$ cat src/hdl/cmc_params.svh
// constants for the charger mode controller: register indexes, fields, resets, timing
// Functional notes
// - no source: internal current source off, rail fed from battery via FET.
// - source, FET open, charging enabled: hardware control mode, rail at preset or follower.
// - internal-path end-of-charge is detected and handled by the device alone.
// - FET closed and enabled: charge via external transistor, host decides end-of-charge.
// - FET opened after cycle: rail kept 150 or 300 mV above battery, no charging.
// - load beyond source with FET open after charging: FET closes automatically.
// - FET-on bit 0 at 0x26 closes FET when source present and charging allowed.
// - FET open, charging disabled: power-path; overload moves to reverse mode.
// - second input path enabled only by host setting bit 0 at 0x01.
// - below trickle threshold: low preset current, FET forced off, trickle watchdog started.
// - internal-path constant current set by bits 3:0 at 0x05, FET off.
// - hardware mode runs constant-current safety timer; software mode host kicks it.
// - reduced constant-current option, bits 2-1 at 0x0a, off by default.
// - external path current limit 2 A when 0x01 bit 0 is 1, else 4 A.
// - constant-voltage only on direct path with FET on and converter charging.
// - constant-voltage ends on end-of-charge current or watchdog; software may disable watchdog.
// - automatic end-of-charge raises battery-full interrupt when constant-voltage completes.
// - overshoot protection, 0x28 bit 0, keeps converter running during constant voltage.
// - FET-on set: interrupt host on constant-voltage entry; host stops via 0x01 bit 2.
// - FET-on left 0: device switches to direct path at threshold in 0x23 bits 4:0.
// - charge enable input active low; any disabling request wins.
`ifndef CMC_PARAMS_SVH
`define CMC_PARAMS_SVH

// register indexes; byte address is four times the index
`define CMC_IDX_CTRL 8'h01
`define CMC_IDX_CC 8'h05
`define CMC_IDX_RCC 8'h0a
`define CMC_IDX_THR 8'h23
`define CMC_IDX_FET 8'h26
`define CMC_IDX_OVS 8'h28
`define CMC_IDX_STAT 8'h30
`define CMC_IDX_EVT 8'h31
`define CMC_IDX_CFG 8'h32
`define CMC_IDX_KICK 8'h33

// field positions
`define CMC_CTRL_SINGLE 0
`define CMC_CTRL_STOP 2
`define CMC_EVT_CV 0
`define CMC_EVT_FULL 1
`define CMC_EVT_ERR 2

// reset values
`define CMC_RST_CTRL 8'h00
`define CMC_RST_CC 4'h0
`define CMC_RST_RCC 2'h0
`define CMC_RST_THR 5'h10
`define CMC_RST_CFG 5'h00

// timing
`define CMC_CLK_MHZ 100
`define CMC_TICK_CYCLES (`CMC_CLK_MHZ * 1000)
`define CMC_TRICKLE_MS 1800000
`define CMC_CC_MS 7200000
`define CMC_CV_MS 3600000

`endif

$ cat src/hdl/cmc_pkg.sv
// types shared by the charger mode controller
package cmc_pkg;
  typedef enum logic [1:0] {
    CMC_MODE_HW = 2'b00,
    CMC_MODE_DIRECT = 2'b01,
    CMC_MODE_PPATH = 2'b11,
    CMC_MODE_REVERSE = 2'b10
  } cmc_mode_t;

  typedef enum logic [2:0] {
    CMC_PH_IDLE = 3'b000,
    CMC_PH_TRICKLE = 3'b001,
    CMC_PH_CC = 3'b011,
    CMC_PH_CV = 3'b010,
    CMC_PH_DONE = 3'b110,
    CMC_PH_ERROR = 3'b111
  } cmc_phase_t;

  typedef struct packed {
    logic source_present;
    logic below_trickle;
    logic [4:0] batt_level;
    logic cv_reached;
    logic eoc_current;
    logic load_over_source;
  } cmc_sense_t;

  typedef struct packed {
    logic fet_on;
    logic int_src_on;
    logic int_src_trickle;
    logic dcdc_on;
    logic second_path_en;
    logic ilim_4a;
    logic dcdc_keep_on;
    logic vsys_follower;
    logic follower_300mv;
    logic [1:0] vsys_preset;
    logic [3:0] cc_code;
    logic [1:0] cc_reduce;
  } cmc_drive_t;
endpackage

$ cat src/hdl/cmc_wdog.sv
// millisecond watchdog: restarts on clear, counts while run, flags expiry
`timescale 1ns/100ps
`default_nettype none
module cmc_wdog #(
  parameter int TICK_CYCLES = 100000,
  parameter int LIMIT_MS = 1000
) (
  // clock and reset
  input wire logic core_clk,
  input wire logic rst_n,
  // control
  input wire logic run,
  input wire logic restart,
  // status
  output logic expired
);
  logic [31:0] tick_reg;
  logic [31:0] ms_reg;

  always_ff @(posedge core_clk) begin
    if (!rst_n || restart || !run) begin
      tick_reg <= 32'h0;
    end else if (tick_reg == 32'(TICK_CYCLES - 1)) begin
      tick_reg <= 32'h0;
    end else begin
      tick_reg <= tick_reg + 32'h1;
    end
  end

  always_ff @(posedge core_clk) begin
    if (!rst_n || restart) begin
      ms_reg <= 32'h0;
      expired <= 1'b0;
    end else if (run && tick_reg == 32'(TICK_CYCLES - 1)) begin
      ms_reg <= ms_reg + 32'h1;
      expired <= expired | (ms_reg + 32'h1 >= 32'(LIMIT_MS));
    end
  end
endmodule
`default_nettype wire

$ cat src/hdl/cmc_apb_if.sv
// apb slave handshake: one wait state, registered answer
`timescale 1ns/100ps
`default_nettype none
module cmc_apb_if (
  // clock and reset
  input wire logic core_clk,
  input wire logic rst_n,
  // apb
  input wire logic psel,
  input wire logic penable,
  input wire logic pwrite,
  input wire logic [11:0] paddr,
  output logic pready,
  output logic [31:0] prdata,
  output logic pslverr,
  // register side
  output logic [7:0] reg_index,
  output logic wr_en,
  input wire logic [31:0] rd_value,
  input wire logic addr_ok
);
  logic access;
  logic addr_good;

  assign access = psel && penable;
  assign reg_index = paddr[9:2];
  // an out-of-range or misaligned address must not alias onto a real register
  assign addr_good = addr_ok && paddr[11:10] == 2'h0 && paddr[1:0] == 2'h0;
  // write lands only at the edge where pready is sampled high
  assign wr_en = access && pready && pwrite && addr_good;

  always_ff @(posedge core_clk) begin
    if (!rst_n) begin
      pready <= 1'b0;
      prdata <= 32'h0;
      pslverr <= 1'b0;
    end else if (access && !pready) begin
      pready <= 1'b1;
      prdata <= pwrite ? 32'h0 : rd_value;
      pslverr <= !addr_good;
    end else begin
      pready <= 1'b0;
      prdata <= 32'h0;
      pslverr <= 1'b0;
    end
  end
endmodule
`default_nettype wire

$ cat src/hdl/cmc_top.sv
// charger mode controller: mode selection, charge phases, watchdogs, apb registers
//
// Implementation choices: register access over APB and the register offsets.
`timescale 1ns/100ps
`default_nettype none
`include "cmc_params.svh"
module cmc_top #(
  parameter int TICK_CYCLES = `CMC_TICK_CYCLES,
  parameter int TRICKLE_MS = `CMC_TRICKLE_MS,
  parameter int CC_MS = `CMC_CC_MS,
  parameter int CV_MS = `CMC_CV_MS
) (
  // clock and reset
  input wire logic core_clk,
  input wire logic rst_n,
  // apb slave
  input wire logic psel,
  input wire logic penable,
  input wire logic pwrite,
  input wire logic [11:0] paddr,
  input wire logic [31:0] pwdata,
  output logic pready,
  output logic [31:0] prdata,
  output logic pslverr,
  // analog status and pins
  input wire cmc_pkg::cmc_sense_t sense,
  input wire logic charge_enable_n,
  // power stage controls
  output cmc_pkg::cmc_drive_t drive,
  output cmc_pkg::cmc_mode_t mode,
  output cmc_pkg::cmc_phase_t phase,
  // host events
  output logic battery_full_irq,
  output logic cv_entry_irq,
  output logic charge_error
);
  // software registers
  logic [7:0] ctrl_reg;
  logic [3:0] cc_reg;
  logic [1:0] rcc_reg;
  logic [4:0] direct_switch_threshold_reg;
  logic fet_cmd_reg;
  logic ovs_reg;
  logic [4:0] cfg_reg;
  logic [2:0] evt_reg;
  logic [2:0] evt_next;

  // bus side
  logic [7:0] reg_index;
  logic wr_en;
  logic [31:0] rd_value;
  logic addr_ok;
  logic kick;

  // control state
  cmc_pkg::cmc_mode_t mode_next;
  cmc_pkg::cmc_phase_t phase_next;
  logic auto_direct_reg;
  logic charge_ok;
  logic sw_ctrl;
  logic cv_wdog_en;
  logic fet_path;
  logic trickle_exp;
  logic cc_exp;
  logic cv_exp;
  logic cv_enter;
  logic cv_finish;
  logic wd_err;
  cmc_pkg::cmc_drive_t drive_next;

  assign sw_ctrl = cfg_reg[0];
  assign cv_wdog_en = !sw_ctrl || cfg_reg[1];

  // disabling from pin or register always wins
  assign charge_ok = !charge_enable_n && !ctrl_reg[`CMC_CTRL_STOP];

  // direct path: host command or autonomous threshold crossing
  assign fet_path = fet_cmd_reg || auto_direct_reg;

  cmc_apb_if u_apb (
    .core_clk(core_clk),
    .rst_n(rst_n),
    .psel(psel),
    .penable(penable),
    .pwrite(pwrite),
    .paddr(paddr),
    .pready(pready),
    .prdata(prdata),
    .pslverr(pslverr),
    .reg_index(reg_index),
    .wr_en(wr_en),
    .rd_value(rd_value),
    .addr_ok(addr_ok)
  );

  // register read mux and decode
  always_comb begin
    addr_ok = 1'b1;
    rd_value = 32'h0;
    if (reg_index == `CMC_IDX_CTRL) begin
      rd_value = {24'h0, ctrl_reg};
    end else if (reg_index == `CMC_IDX_CC) begin
      rd_value = {28'h0, cc_reg};
    end else if (reg_index == `CMC_IDX_RCC) begin
      rd_value = {29'h0, rcc_reg, 1'b0};
    end else if (reg_index == `CMC_IDX_THR) begin
      rd_value = {27'h0, direct_switch_threshold_reg};
    end else if (reg_index == `CMC_IDX_FET) begin
      rd_value = {31'h0, fet_cmd_reg};
    end else if (reg_index == `CMC_IDX_OVS) begin
      rd_value = {31'h0, ovs_reg};
    end else if (reg_index == `CMC_IDX_STAT) begin
      rd_value = {24'h0, auto_direct_reg, drive.fet_on, 1'b0, phase, mode};
    end else if (reg_index == `CMC_IDX_EVT) begin
      rd_value = {29'h0, evt_reg};
    end else if (reg_index == `CMC_IDX_CFG) begin
      rd_value = {27'h0, cfg_reg};
    end else if (reg_index == `CMC_IDX_KICK) begin
      rd_value = 32'h0;
    end else begin
      addr_ok = 1'b0;
    end
  end

  assign kick = wr_en && reg_index == `CMC_IDX_KICK;

  // control register, second path enable and stop bit
  always_ff @(posedge core_clk) begin
    if (!rst_n) begin
      ctrl_reg <= `CMC_RST_CTRL;
    end else if (wr_en && reg_index == `CMC_IDX_CTRL) begin
      ctrl_reg <= pwdata[7:0];
    end
  end

  // internal-path current settings
  always_ff @(posedge core_clk) begin
    if (!rst_n) begin
      cc_reg <= `CMC_RST_CC;
      rcc_reg <= `CMC_RST_RCC;
    end else if (wr_en && reg_index == `CMC_IDX_CC) begin
      cc_reg <= pwdata[3:0];
    end else if (wr_en && reg_index == `CMC_IDX_RCC) begin
      rcc_reg <= pwdata[2:1];
    end
  end

  // threshold, overshoot option and configuration
  always_ff @(posedge core_clk) begin
    if (!rst_n) begin
      direct_switch_threshold_reg <= `CMC_RST_THR;
      ovs_reg <= 1'b0;
      cfg_reg <= `CMC_RST_CFG;
    end else if (wr_en && reg_index == `CMC_IDX_THR) begin
      direct_switch_threshold_reg <= pwdata[4:0];
    end else if (wr_en && reg_index == `CMC_IDX_OVS) begin
      ovs_reg <= pwdata[0];
    end else if (wr_en && reg_index == `CMC_IDX_CFG) begin
      cfg_reg <= pwdata[4:0];
    end
  end

  // fet-on command; cleared at reset so boot starts in hardware control
  always_ff @(posedge core_clk) begin
    if (!rst_n) begin
      fet_cmd_reg <= 1'b0;
    end else if (wr_en && reg_index == `CMC_IDX_FET) begin
      fet_cmd_reg <= pwdata[0];
    end
  end

  // autonomous switch to the direct path once the battery crosses the threshold
  always_ff @(posedge core_clk) begin
    if (!rst_n) begin
      auto_direct_reg <= 1'b0;
    end else if (!sense.source_present || !charge_ok || fet_cmd_reg) begin
      auto_direct_reg <= 1'b0;
    end else if (phase == cmc_pkg::CMC_PH_CC && sense.batt_level >= direct_switch_threshold_reg) begin
      auto_direct_reg <= 1'b1;
    end
  end

  // mode selection
  always_comb begin
    mode_next = cmc_pkg::CMC_MODE_PPATH;
    if (!sense.source_present) begin
      mode_next = cmc_pkg::CMC_MODE_REVERSE;
    end else if (charge_ok && phase != cmc_pkg::CMC_PH_DONE && phase != cmc_pkg::CMC_PH_ERROR) begin
      if (fet_path && !sense.below_trickle) begin
        mode_next = cmc_pkg::CMC_MODE_DIRECT;
      end else begin
        mode_next = cmc_pkg::CMC_MODE_HW;
      end
    end else if (sense.load_over_source) begin
      // battery takes the excess load without host help
      mode_next = cmc_pkg::CMC_MODE_REVERSE;
    end else begin
      mode_next = cmc_pkg::CMC_MODE_PPATH;
    end
  end

  always_ff @(posedge core_clk) begin
    if (!rst_n) begin
      mode <= cmc_pkg::CMC_MODE_HW;
    end else begin
      mode <= mode_next;
    end
  end

  // charge phase sequencing
  // judged on the next mode so the fet is never dropped while the phase is constant voltage
  assign cv_enter = phase == cmc_pkg::CMC_PH_CC && mode_next == cmc_pkg::CMC_MODE_DIRECT && sense.cv_reached;
  // with the host in charge of the fet, end-of-charge is the host's stop bit
  assign cv_finish = (sense.eoc_current && !fet_cmd_reg) || (cv_exp && cv_wdog_en);
  assign wd_err = (phase == cmc_pkg::CMC_PH_TRICKLE && trickle_exp) || (phase == cmc_pkg::CMC_PH_CC && cc_exp);

  always_comb begin
    phase_next = phase;
    if (!sense.source_present || !charge_ok) begin
      phase_next = cmc_pkg::CMC_PH_IDLE;
    end else begin
      case (phase)
        cmc_pkg::CMC_PH_IDLE: begin
          phase_next = sense.below_trickle ? cmc_pkg::CMC_PH_TRICKLE : cmc_pkg::CMC_PH_CC;
        end
        cmc_pkg::CMC_PH_TRICKLE: begin
          if (wd_err) begin
            phase_next = cmc_pkg::CMC_PH_ERROR;
          end else if (!sense.below_trickle) begin
            phase_next = cmc_pkg::CMC_PH_CC;
          end
        end
        cmc_pkg::CMC_PH_CC: begin
          if (wd_err) begin
            phase_next = cmc_pkg::CMC_PH_ERROR;
          end else if (cv_enter) begin
            phase_next = cmc_pkg::CMC_PH_CV;
          end else if (mode == cmc_pkg::CMC_MODE_HW && !fet_path && sense.eoc_current) begin
            phase_next = cmc_pkg::CMC_PH_DONE;
          end
        end
        cmc_pkg::CMC_PH_CV: begin
          if (mode_next != cmc_pkg::CMC_MODE_DIRECT) begin
            phase_next = cmc_pkg::CMC_PH_CC;
          end else if (cv_finish) begin
            phase_next = cmc_pkg::CMC_PH_DONE;
          end
        end
        cmc_pkg::CMC_PH_DONE: begin
          phase_next = cmc_pkg::CMC_PH_DONE;
        end
        default: begin
          phase_next = cmc_pkg::CMC_PH_ERROR;
        end
      endcase
    end
  end

  always_ff @(posedge core_clk) begin
    if (!rst_n) begin
      phase <= cmc_pkg::CMC_PH_IDLE;
    end else begin
      phase <= phase_next;
    end
  end

  // watchdogs: trickle, constant current (kicked by host in software mode), constant voltage
  cmc_wdog #(.TICK_CYCLES(TICK_CYCLES), .LIMIT_MS(TRICKLE_MS)) u_wd_trickle (
    .core_clk(core_clk),
    .rst_n(rst_n),
    .run(phase == cmc_pkg::CMC_PH_TRICKLE),
    .restart(phase != cmc_pkg::CMC_PH_TRICKLE),
    .expired(trickle_exp)
  );

  cmc_wdog #(.TICK_CYCLES(TICK_CYCLES), .LIMIT_MS(CC_MS)) u_wd_cc (
    .core_clk(core_clk),
    .rst_n(rst_n),
    .run(phase == cmc_pkg::CMC_PH_CC),
    .restart(phase != cmc_pkg::CMC_PH_CC || (sw_ctrl && kick)),
    .expired(cc_exp)
  );

  cmc_wdog #(.TICK_CYCLES(TICK_CYCLES), .LIMIT_MS(CV_MS)) u_wd_cv (
    .core_clk(core_clk),
    .rst_n(rst_n),
    .run(phase == cmc_pkg::CMC_PH_CV && cv_wdog_en),
    .restart(phase != cmc_pkg::CMC_PH_CV),
    .expired(cv_exp)
  );

  // sticky events; a new event wins over a same-cycle write-one clear
  always_comb begin
    evt_next = evt_reg;
    if (wr_en && reg_index == `CMC_IDX_EVT) begin
      evt_next = evt_reg & ~pwdata[2:0];
    end
    if (phase != cmc_pkg::CMC_PH_CV && phase_next == cmc_pkg::CMC_PH_CV && fet_cmd_reg) begin
      evt_next[`CMC_EVT_CV] = 1'b1;
    end
    if (phase == cmc_pkg::CMC_PH_CV && phase_next == cmc_pkg::CMC_PH_DONE && !fet_cmd_reg) begin
      evt_next[`CMC_EVT_FULL] = 1'b1;
    end
    if (phase != cmc_pkg::CMC_PH_ERROR && phase_next == cmc_pkg::CMC_PH_ERROR) begin
      evt_next[`CMC_EVT_ERR] = 1'b1;
    end
  end

  always_ff @(posedge core_clk) begin
    if (!rst_n) begin
      evt_reg <= 3'h0;
      cv_entry_irq <= 1'b0;
      battery_full_irq <= 1'b0;
      charge_error <= 1'b0;
    end else begin
      evt_reg <= evt_next;
      cv_entry_irq <= evt_next[`CMC_EVT_CV];
      battery_full_irq <= evt_next[`CMC_EVT_FULL];
      charge_error <= evt_next[`CMC_EVT_ERR];
    end
  end

  // power stage drive, derived from the next mode and phase so outputs track the state registers
  always_comb begin
    drive_next = '0;
    drive_next.fet_on = mode_next == cmc_pkg::CMC_MODE_DIRECT || mode_next == cmc_pkg::CMC_MODE_REVERSE;
    if (phase_next == cmc_pkg::CMC_PH_TRICKLE) begin
      drive_next.fet_on = 1'b0;
    end
    drive_next.int_src_on = mode_next == cmc_pkg::CMC_MODE_HW &&
      (phase_next == cmc_pkg::CMC_PH_TRICKLE || phase_next == cmc_pkg::CMC_PH_CC);
    drive_next.int_src_trickle = phase_next == cmc_pkg::CMC_PH_TRICKLE;
    drive_next.dcdc_on = mode_next == cmc_pkg::CMC_MODE_DIRECT;
    drive_next.second_path_en = sense.source_present && ctrl_reg[`CMC_CTRL_SINGLE];
    drive_next.ilim_4a = !ctrl_reg[`CMC_CTRL_SINGLE];
    // keeping the converter switching lets it catch falling load steps before the battery overshoots
    drive_next.dcdc_keep_on = ovs_reg && phase_next == cmc_pkg::CMC_PH_CV;
    drive_next.vsys_follower = cfg_reg[2] || mode_next == cmc_pkg::CMC_MODE_PPATH;
    drive_next.follower_300mv = cfg_reg[3];
    drive_next.vsys_preset = {cfg_reg[4], cfg_reg[1] & sw_ctrl};
    drive_next.cc_code = cc_reg;
    drive_next.cc_reduce = rcc_reg;
  end

  always_ff @(posedge core_clk) begin
    if (!rst_n) begin
      drive <= '0;
    end else begin
      drive <= drive_next;
    end
  end
endmodule
`default_nettype wire

$ cat config.mk
export PLATFORM = sky130hd
export DESIGN_NAME = cmc_top
export DESIGN_NICKNAME = d
export VERILOG_FILES = /design/src/hdl/cmc_pkg.sv /design/src/hdl/cmc_wdog.sv /design/src/hdl/cmc_apb_if.sv /design/src/hdl/cmc_top.sv
export VERILOG_INCLUDE_DIRS = /design/src /design/src/hdl
export SDC_FILE = /design/constraint.sdc
export NUM_CORES = 1
export LEC_CHECK = 0
export ABC_AREA = 1
export BUFFER_PORTS_ARGS = -buffer_cell sky130_fd_sc_hd__buf_4
export CAP_MARGIN = 20
export CORE_ASPECT_RATIO = 0.6
export CORE_UTILIZATION = 47
export CTS_CLUSTER_DIAMETER = 80
export DETAILED_ROUTE_END_ITERATION = 7
export GPL_ROUTABILITY_DRIVEN = 0
export GPL_TIMING_DRIVEN = 0
export PLACE_DENSITY_LB_ADDON = 0.2
export SYNTH_ARGS = -nofsm -noshare
export SYNTH_HDL_FRONTEND = slang
export SYNTH_SLANG_ARGS = --single-unit
$ cat constraint.sdc
create_clock -name core_clk -period 2.2 [get_ports core_clk]
set_input_delay 0.33 -clock core_clk [delete_from_list [all_inputs] [get_ports core_clk]]
set_output_delay 0.33 -clock core_clk [all_outputs]
set_load 0.01 [all_outputs]
==> parameters.txt, run 1 <==
Parameter                              Value

Yosys
  FF+latch count, synth ... 257
  Async set-reset flop share out of synthesis ... 0%
  Synthesized area ... 0.0143 sq mm
  Total of warnings raised by yosys ... 0
  Post-synth EDFFs ... 0
  Number of instances in the synthesized netlist ... 2168
  Number of distinct standard cells referenced by the synthesized netlist ... between 50 and 60
  Leading register cell type out of synthesis ... dfxtp_1
  Share of the yosys chip area belonging to registers ... between 30% and 40%
  Post-Syn Area per Cell ... between 6 and 7 sq um

Die
  Die H ... between 100 and 150 microns
  Total core area ... 0.0299 sq mm
  Chip Width ... 227 microns
  IO Pins ... 119
  Effective utilization at floorplan ... 47.8%
  Std cell rows ... 49
  Die Footprint ... 0.0312 sq mm

Detailed routing
  Number of nets with antenna violations after routing ... 0
  Detailed-routing iteration count for the pre-antenna-repair pass ... 6
  Residual DRC count ... 0
  Drt wl/cell ... 14.7 microns
  Total vias in the final route ... 14600
  Detailed-route vias per instance ... 5.32
  DRC violation total after the first TritonRoute iteration ... between 1000 and 1500
  Total routed wirelength ... 40400 microns

Timing
  Slew at the pin closest to its max-slew limit ... 0.961 ns
  Hold violation total from the final report ... 0
  Final Setup Violations ... 4
  Worst clock skew on the final layout ... 0.0134 ns
  Maximum achievable frequency ... 0.428 GHz
  Final clock period utilization by the worst path ... 106%
  Final setup margin ... -0.135 ns
  Unrepaired setup endpoints after global routing ... true
  Max-slew violation count ... 0
  Relative slew slack ... approximately a third
  Minimum clock period after layout ... between 2 and 2.5 ns

Worst setup path
  Worst Setup Start Kind ... register
  Crit path kind ... register to register
  Data arrival time of the critical path ... 2.81 ns
  Timing startpoint of the critical path ... phase[1]
  Endpoint kind of the worst setup timing path ... register
  Start of the worst register-to-register path ... phase[1]
  R2R cell count ... 12
  Critical path peak fanout ... 3
  Critical path required time ... 2.68 ns

Clock network
  Number of clock sinks ... around 260
  Buffers from clock root to sink, at most ... 3
  Htree depth ... 1
  Clock Tree Root ... clkbuf_16
  Number of hold buffers added after CTS ... 0
  TritonCTS clock tree ... built
  Clock buffer count from CTS ... 26
  Clock latency of the later-clocked register in the worst-skew pair ... 0.56 ns
  Clock slew seen by the registers of the worst setup and hold paths ... approximately 0.07 ns

Placement
  Port Buffers ... 70
  Placed cells ... between 2000 and 3000
  Post-detailed-placement half-perimeter wirelength ... 30500 microns
  Instance area at placement ... 0.0154 sq mm

Flow run
  Number of maximum-capacitance constraint violations ... 0

GRT
  Number of global-route vias before repair ... 12600
  Wire length of the first global-routing pass ... 63600 microns
  Pin count of the biggest net entering global routing ... 15
  Initial antenna violation count ... 0
  All-layer global routing usage ... 25.2%
  Overall overflow remaining after global route ... 0

Final layout
  Post-layout nets ... between 2000 and 2500
  Post-route cell area ... between 0.015 and 0.02 sq mm
  Final core utilization ... 57.3%
  Antenna diode instance count ... 0
  Finished Layout Cells ... 2741
  Area growth from synthesis to final layout ... 19.8%
  Ratio of cells with drive above 1 in the final layout ... 15.9%

Min path
  Worst Hold Depth ... 3
  Startpoint of the worst hold path ... pwdata[5]
  Min-Delay Path Class ... input pin to register

Pwr
  Power density normalized to cell area ... between 500 and 600 mW/mm^2
  Maximum vdd drop ... 0.000577 V
  Leakage power ... between 0.006 and 0.007 uW

Status
  Run status ... finished with violations
  Failing checks ... setup timing
## area by class of cell
cell class / count / area, sq um
Fill cell: 2942 / 12800
Timing Repair Buffer: 95 / 717
Clock buffer: 33 / 717
Tap cell: 408 / 510
Clock inverter: 14 / 218
Multi-Input combinational cell: 1575 / 8280
Inverter: 292 / 1100
Sequential cell: 257 / 5170
Buffer: 67 / 420
## critical path, cell delays in order (launching register included)
cell      delay [ns]
dfxtp_4         0.36
nand2_4         0.08
nand2_2         0.06
o21bai_4        0.17
inv_2           0.07
nor3_4          0.05
ha_4            0.19
buf_6           0.12
or4_1           0.39
o211ai_1        0.17
nand2_1         0.18
buf_4           0.17
o31ai_2         0.24
## Yosys cell counts, types with 20 or more instances
master    count  area [sq um]
a21oi_1     152           761
buf_2        21           105
buf_4        24           180
clkbuf_1     20          75.1
dfxtp_1     257          5140
inv_1       279          1050
nand2_1     516          1940
nand3_1      92           460
nand4_1      77           482
nor2_1      278          1040
nor3_1       82           410
nor3b_1      24           180
nor4_1       27           169
o21ai_0      98           490
xor2_1       34           298
## power breakdown
part,internal [uW],switching [uW]
Combinational,120,166
Sequential,4660,7.88
Clock,2900,1990
## path summary, 6_finish.rpt
kind | slack, ns | end
worst max register to register | -0.14 | charge_error
worst max-delay path | -0.14 | charge_error
worst min register to register | 0.41 | u_wd_cv.tick_reg[0]
worst min-delay path | 0.02 | ctrl_reg[5]
## cells by family after synthesis
group / share of synthesized area (%)
buffers and inverters: 10.2
AO/OA/AOI/OAI: 11.5
flip-flops: 36.0
adder cells (fa/ha/maj): 1.49
XOR/XNOR: 3.00
AND/OR/NAND/NOR: 37.7
other: 0.0262
## layer usage
| metal | track usage, % | wire [microns] |
|---|---|---|
| met1 | 40.0 | 20600 |
| met2 | 34.4 | 15900 |
| met3 | 4.96 | 3440 |
| met4 | 4.10 | 496 |
| met5 | 0 | 0 |
## metrics by stage
stage | hold slack (ns) | TNS (ns) | worst slack (ns) | total power (uW)
after floorplan | 0.415 | 0 | 0.133 | 4920
after global placement | 0.426 | -17.36 | -0.557 | 5030
after detailed placement | 0.428 | -19.42 | -0.603 | 5030
after CTS | 0.00271 | -0.0205 | -0.0205 | 9920
after global routing | 0.0155 | -1.11 | -0.220 | 10100
final | 0.0205 | -0.325 | -0.135 | 9840
## placed cells by master (no fill, tap or decap), types with 14 or more instances in the layout
| master | n |
|---|---|
| a21oi_1 | 150 |
| buf_4 | 123 |
| clkbuf_1 | 15 |
| clkbuf_16 | 26 |
| conb_1 | 24 |
| dfxtp_1 | 242 |
| inv_1 | 273 |
| inv_2 | 17 |
| nand2_1 | 503 |
| nand3_1 | 80 |
| nand3_2 | 16 |
| nand3b_1 | 17 |
| nand4_1 | 77 |
| nor2_1 | 244 |
| nor2_2 | 31 |
| nor2_4 | 23 |
| nor3_1 | 75 |
| nor3b_1 | 24 |
| nor4_1 | 21 |
| o21ai_0 | 96 |
| xnor2_1 | 14 |
| xor2_1 | 34 |
## what timing repair did
item / 4_1_cts / 5_1_grt
buffers inserted: 6 / 19
resized for setup: 52 / 124
setup endpoints to repair: 140 / 184
pin swaps: 7 / 27
No activity file was read; power rests on OpenSTA's default activity.
==> inputs of run 2 (changes only) <==
--- a/config.mk
+++ b/config.mk
@@ -8,13 +8,13 @@
 export LEC_CHECK = 0
 export ABC_AREA = 1
 export BUFFER_PORTS_ARGS = -buffer_cell sky130_fd_sc_hd__buf_4
-export CAP_MARGIN = 20
 export CORE_ASPECT_RATIO = 0.6
 export CORE_UTILIZATION = 47
 export CTS_CLUSTER_DIAMETER = 80
 export DETAILED_ROUTE_END_ITERATION = 7
 export GPL_ROUTABILITY_DRIVEN = 0
 export GPL_TIMING_DRIVEN = 0
+export HOLD_SLACK_MARGIN = 0.15
 export PLACE_DENSITY_LB_ADDON = 0.2
 export SYNTH_ARGS = -nofsm -noshare
 export SYNTH_HDL_FRONTEND = slang
==> constraint.sdc (replaced) <==
create_clock -name core_clk -period 2.2 [get_ports core_clk]
set_input_delay 0.11 -clock core_clk [delete_from_list [all_inputs] [get_ports core_clk]]
set_output_delay 0.11 -clock core_clk [all_outputs]
set_load 0.01 [all_outputs]
==> run 2 against run 1 <==
Effect of this change:
- non-clock buffer count up 31
- global-route usage rose by 0.54 points
- the flow still finishes with violations (setup timing)
- maximum frequency shrank 0.71%
- design area rose by 2.0%
- via count rose by 1.3%
- routed wire length up 2.9%
- critical path type unchanged
- largest cell class unchanged
- highest routed layer unchanged
- largest power group unchanged
==> parameters.txt, run 2 (synthesized netlist as in run 1, its figures left out) <==
Parameter                              Value

Timing
  Hold slack ... 0.165 ns (+0.145 ns)
  Final clock period utilization by the worst path ... 107% (+0.76 points)
  Maximum achievable frequency ... 0.425 GHz (-0.71%)
  Unrepaired setup endpoints after global routing ... true
  Final setup margin ... -0.152 ns (-0.0168 ns)
  Final Setup Violations ... 7 (+3)
  Slew at the pin closest to its max-slew limit ... 0.762 ns (-0.199 ns)
  Worst clock skew on the final layout ... 0.0206 ns (+0.00727 ns)
  Final TNS setup ... -0.624 ns (-0.298 ns)
  Minimum clock period after layout ... 2.35 ns (+0.0168 ns)
  Max-slew violation count ... 0 (unchanged)
  Hold violation total from the final report ... 0 (unchanged)
  Relative slew slack ... 48.8% (+13 points)

GRT
  GR Util met2 ... 35.3% (+0.88 points)
  Number of global-route vias before repair ... 12900 (+2.0%)
  Most utilized layer in the global route result ... met1
  Overall overflow remaining after global route ... 0 (unchanged)
  M3 GR Usage ... 5.52% (+0.56 points)
  All-layer global routing usage ... 25.7% (+0.54 points)
  Wire length of the first global-routing pass ... 64800 microns (+1.9%)
  Pin count of the biggest net entering global routing ... 15 (unchanged)
  Fraction of met1 tracks used by global routing ... 40.4% (+0.41 points)
  Initial antenna violation count ... 0 (unchanged)

Worst setup path
  Cell breakdown of the critical path ... nand2_4 -> nand2_2 -> o21bai_4 -> inv_2 -> nor3_4 -> ha_4 -> buf_6 -> or4_1 -> o211ai_1 -> nand2_1 -> buf_6 -> o31ai_4
  Delay-heaviest family, CP ... simple AND/OR/NAND/NOR gates
  Data arrival time of the critical path ... 2.83 ns (+0.02 ns)
  Endpoint kind of the worst setup timing path ... register
  Highest cell delay on the worst timing path ... 0.39 ns (about the same)
  Crit path kind ... register to register
  Critical path peak fanout ... 3 (unchanged)
  CP Buf/Inv Count ... 3 (unchanged)
  Worst Setup Start Kind ... register
  Cell repeated most along the worst path ... buf_6
  Critical path required time ... 2.68 ns (about the same)
  Slowest cell on the critical path ... or4_1

Detailed routing
  Total vias in the final route ... 14800 (+1.3%)
  DRC violation total after the first TritonRoute iteration ... 1415 (+6.2%)
  Drt wl/cell ... 15.0 microns (+1.7%)
  Number of nets with antenna violations after routing ... 0 (unchanged)
  Total routed wirelength ... 41600 microns (+2.9%)
  Detailed-route vias per instance ... 5.33 (+0.18%)
  Detailed-routing iteration count for the pre-antenna-repair pass ... 5 (-1)
  Residual DRC count ... 0 (unchanged)

Status
  Run status ... finished with violations
  Failing checks ... setup timing

Clock network
  Clock Tree Root ... clkbuf_16
  Buffers from clock root to sink, at most ... 3 (unchanged)
  Htree depth ... 1 (unchanged)
  TritonCTS clock tree ... built
  Clock latency of the later-clocked register in the worst-skew pair ... 0.56 ns (about the same)
  Number of clock sinks ... 257 (unchanged)
  Clock slew seen by the registers of the worst setup and hold paths ... 0.07 ns (about the same)
  Clock buffer count from CTS ... 26 (unchanged)

Final layout
  Post-layout nets ... 2422 (+1.3%)
  Number of inserted filler cells in the final layout ... 2882 (-2.0%)
  Antenna diode instance count ... 0 (unchanged)
  Ratio of cells with drive above 1 in the final layout ... 15.8% (-0.081 points)
  Area growth from synthesis to final layout ... 22.2%
  Most frequent cells in the layout ... 503 x nand2_1, 273 x inv_1, 242 x nor2_1
  Finished Layout Cells ... 2772 (+1.1%)
  Most frequent standard cell in the layout excluding fill and tap cells ... nand2_1

Die
  Effective utilization at floorplan ... 47.8% (unchanged)
  Std cell rows ... 49 (unchanged)
  IO Pins ... 119 (unchanged)
  Die H ... 137 microns (unchanged)
  Die Footprint ... 0.0312 sq mm (unchanged)
  Total core area ... 0.0299 sq mm (unchanged)
  Chip Width ... 227 microns (unchanged)

Pwr
  Leakage power ... 0.00658 uW (+2.3%)
  Maximum vdd drop ... 0.000571 V (-0.94%)
  Power density normalized to cell area ... 566 mW/mm^2 (-1.4%)
  Overall power after layout ... 9900 uW (+0.59%)

Placement
  Post-detailed-placement half-perimeter wirelength ... 30500 microns (unchanged)
  Placed cells ... 2669 (unchanged)
  Port Buffers ... 70 (unchanged)

Min path
  Min-Delay Path Class ... input pin to register

Flow run
  Number of maximum-capacitance constraint violations ... 0 (unchanged)
==> run 2: cell count changes in the layout (fill, tap and decap cells not counted), sizes merged <==
cell,delta
buf,-3
clkbuf,+2
dlygate4sd3,+32
==> run 2: path summary, 6_finish.rpt <==
path                               to  slack (ns)  cells past startpoint                start
setup reg to reg         charge_error       -0.15                     12             phase[1]
hold reg to reg   u_wd_cv.tick_reg[0]        0.41                      1  u_wd_cv.tick_reg[0]
hold / removal           charge_error        0.17                      5            paddr[11]
setup / recovery         charge_error       -0.15                     12             phase[1]
==> run 2: stage by stage <==
stage	cell area, sq um	util (%)	setup slack (ns)
2_1_floorplan	14400	-	0.133
3_3_place_gp	15400	51.6	-0.557
3_5_place_dp	15400	51.6	-0.603
4_1_cts	16900	56.5	-0.0102
5_1_grt	17500	58.4	-0.240
6_report	17500	58.4	-0.152
==> run 2: final cells by class <==
type / instances / area (sq um) / share of cell area (%)
Inverter: 292 / 1100 / 6.28
Sequential cell: 257 / 5170 / 29.6
Multi-Input combinational cell: 1575 / 8310 / 47.5
Clock buffer: 33 / 717 / 4.10
Timing Repair Buffer: 126 / 1030 / 5.91
Tap cell: 408 / 510 / 2.92
Clock inverter: 14 / 218 / 1.25
Buffer: 67 / 423 / 2.42
==> run 2: where the power goes <==
group | switching, uW | internal, uW | total [uW]
Combinational | 181 | 145 | 326
Sequential | 8.11 | 4660 | 4660
Clock | 2010 | 2900 | 4910
Total | 2200 | 7700 | 9900
==> run 2: worst min-delay path, stage by stage <==
cell	delay (ns)
buf_4	0.09
nor4_2	0.06
nand4_1	0.22
o21bai_1	0.15
o31ai_4	0.07
==> run 2: layer usage <==
layer / share of wire [%] / routed length (microns)
met2: 39 / 16300
met5: 0 / 0
met3: 9.3 / 3860
met1: 50 / 20700
met4: 1.7 / 700
==> run 2: what timing repair did <==
action / CTS / global route
hold endpoints to repair: 49 / 2
setup buffers: 6 / 18
pin swaps: 7 / 24
setup endpoints to repair: 140 / 190
hold buffers: 32 / 2
resized for setup: 52 / 130
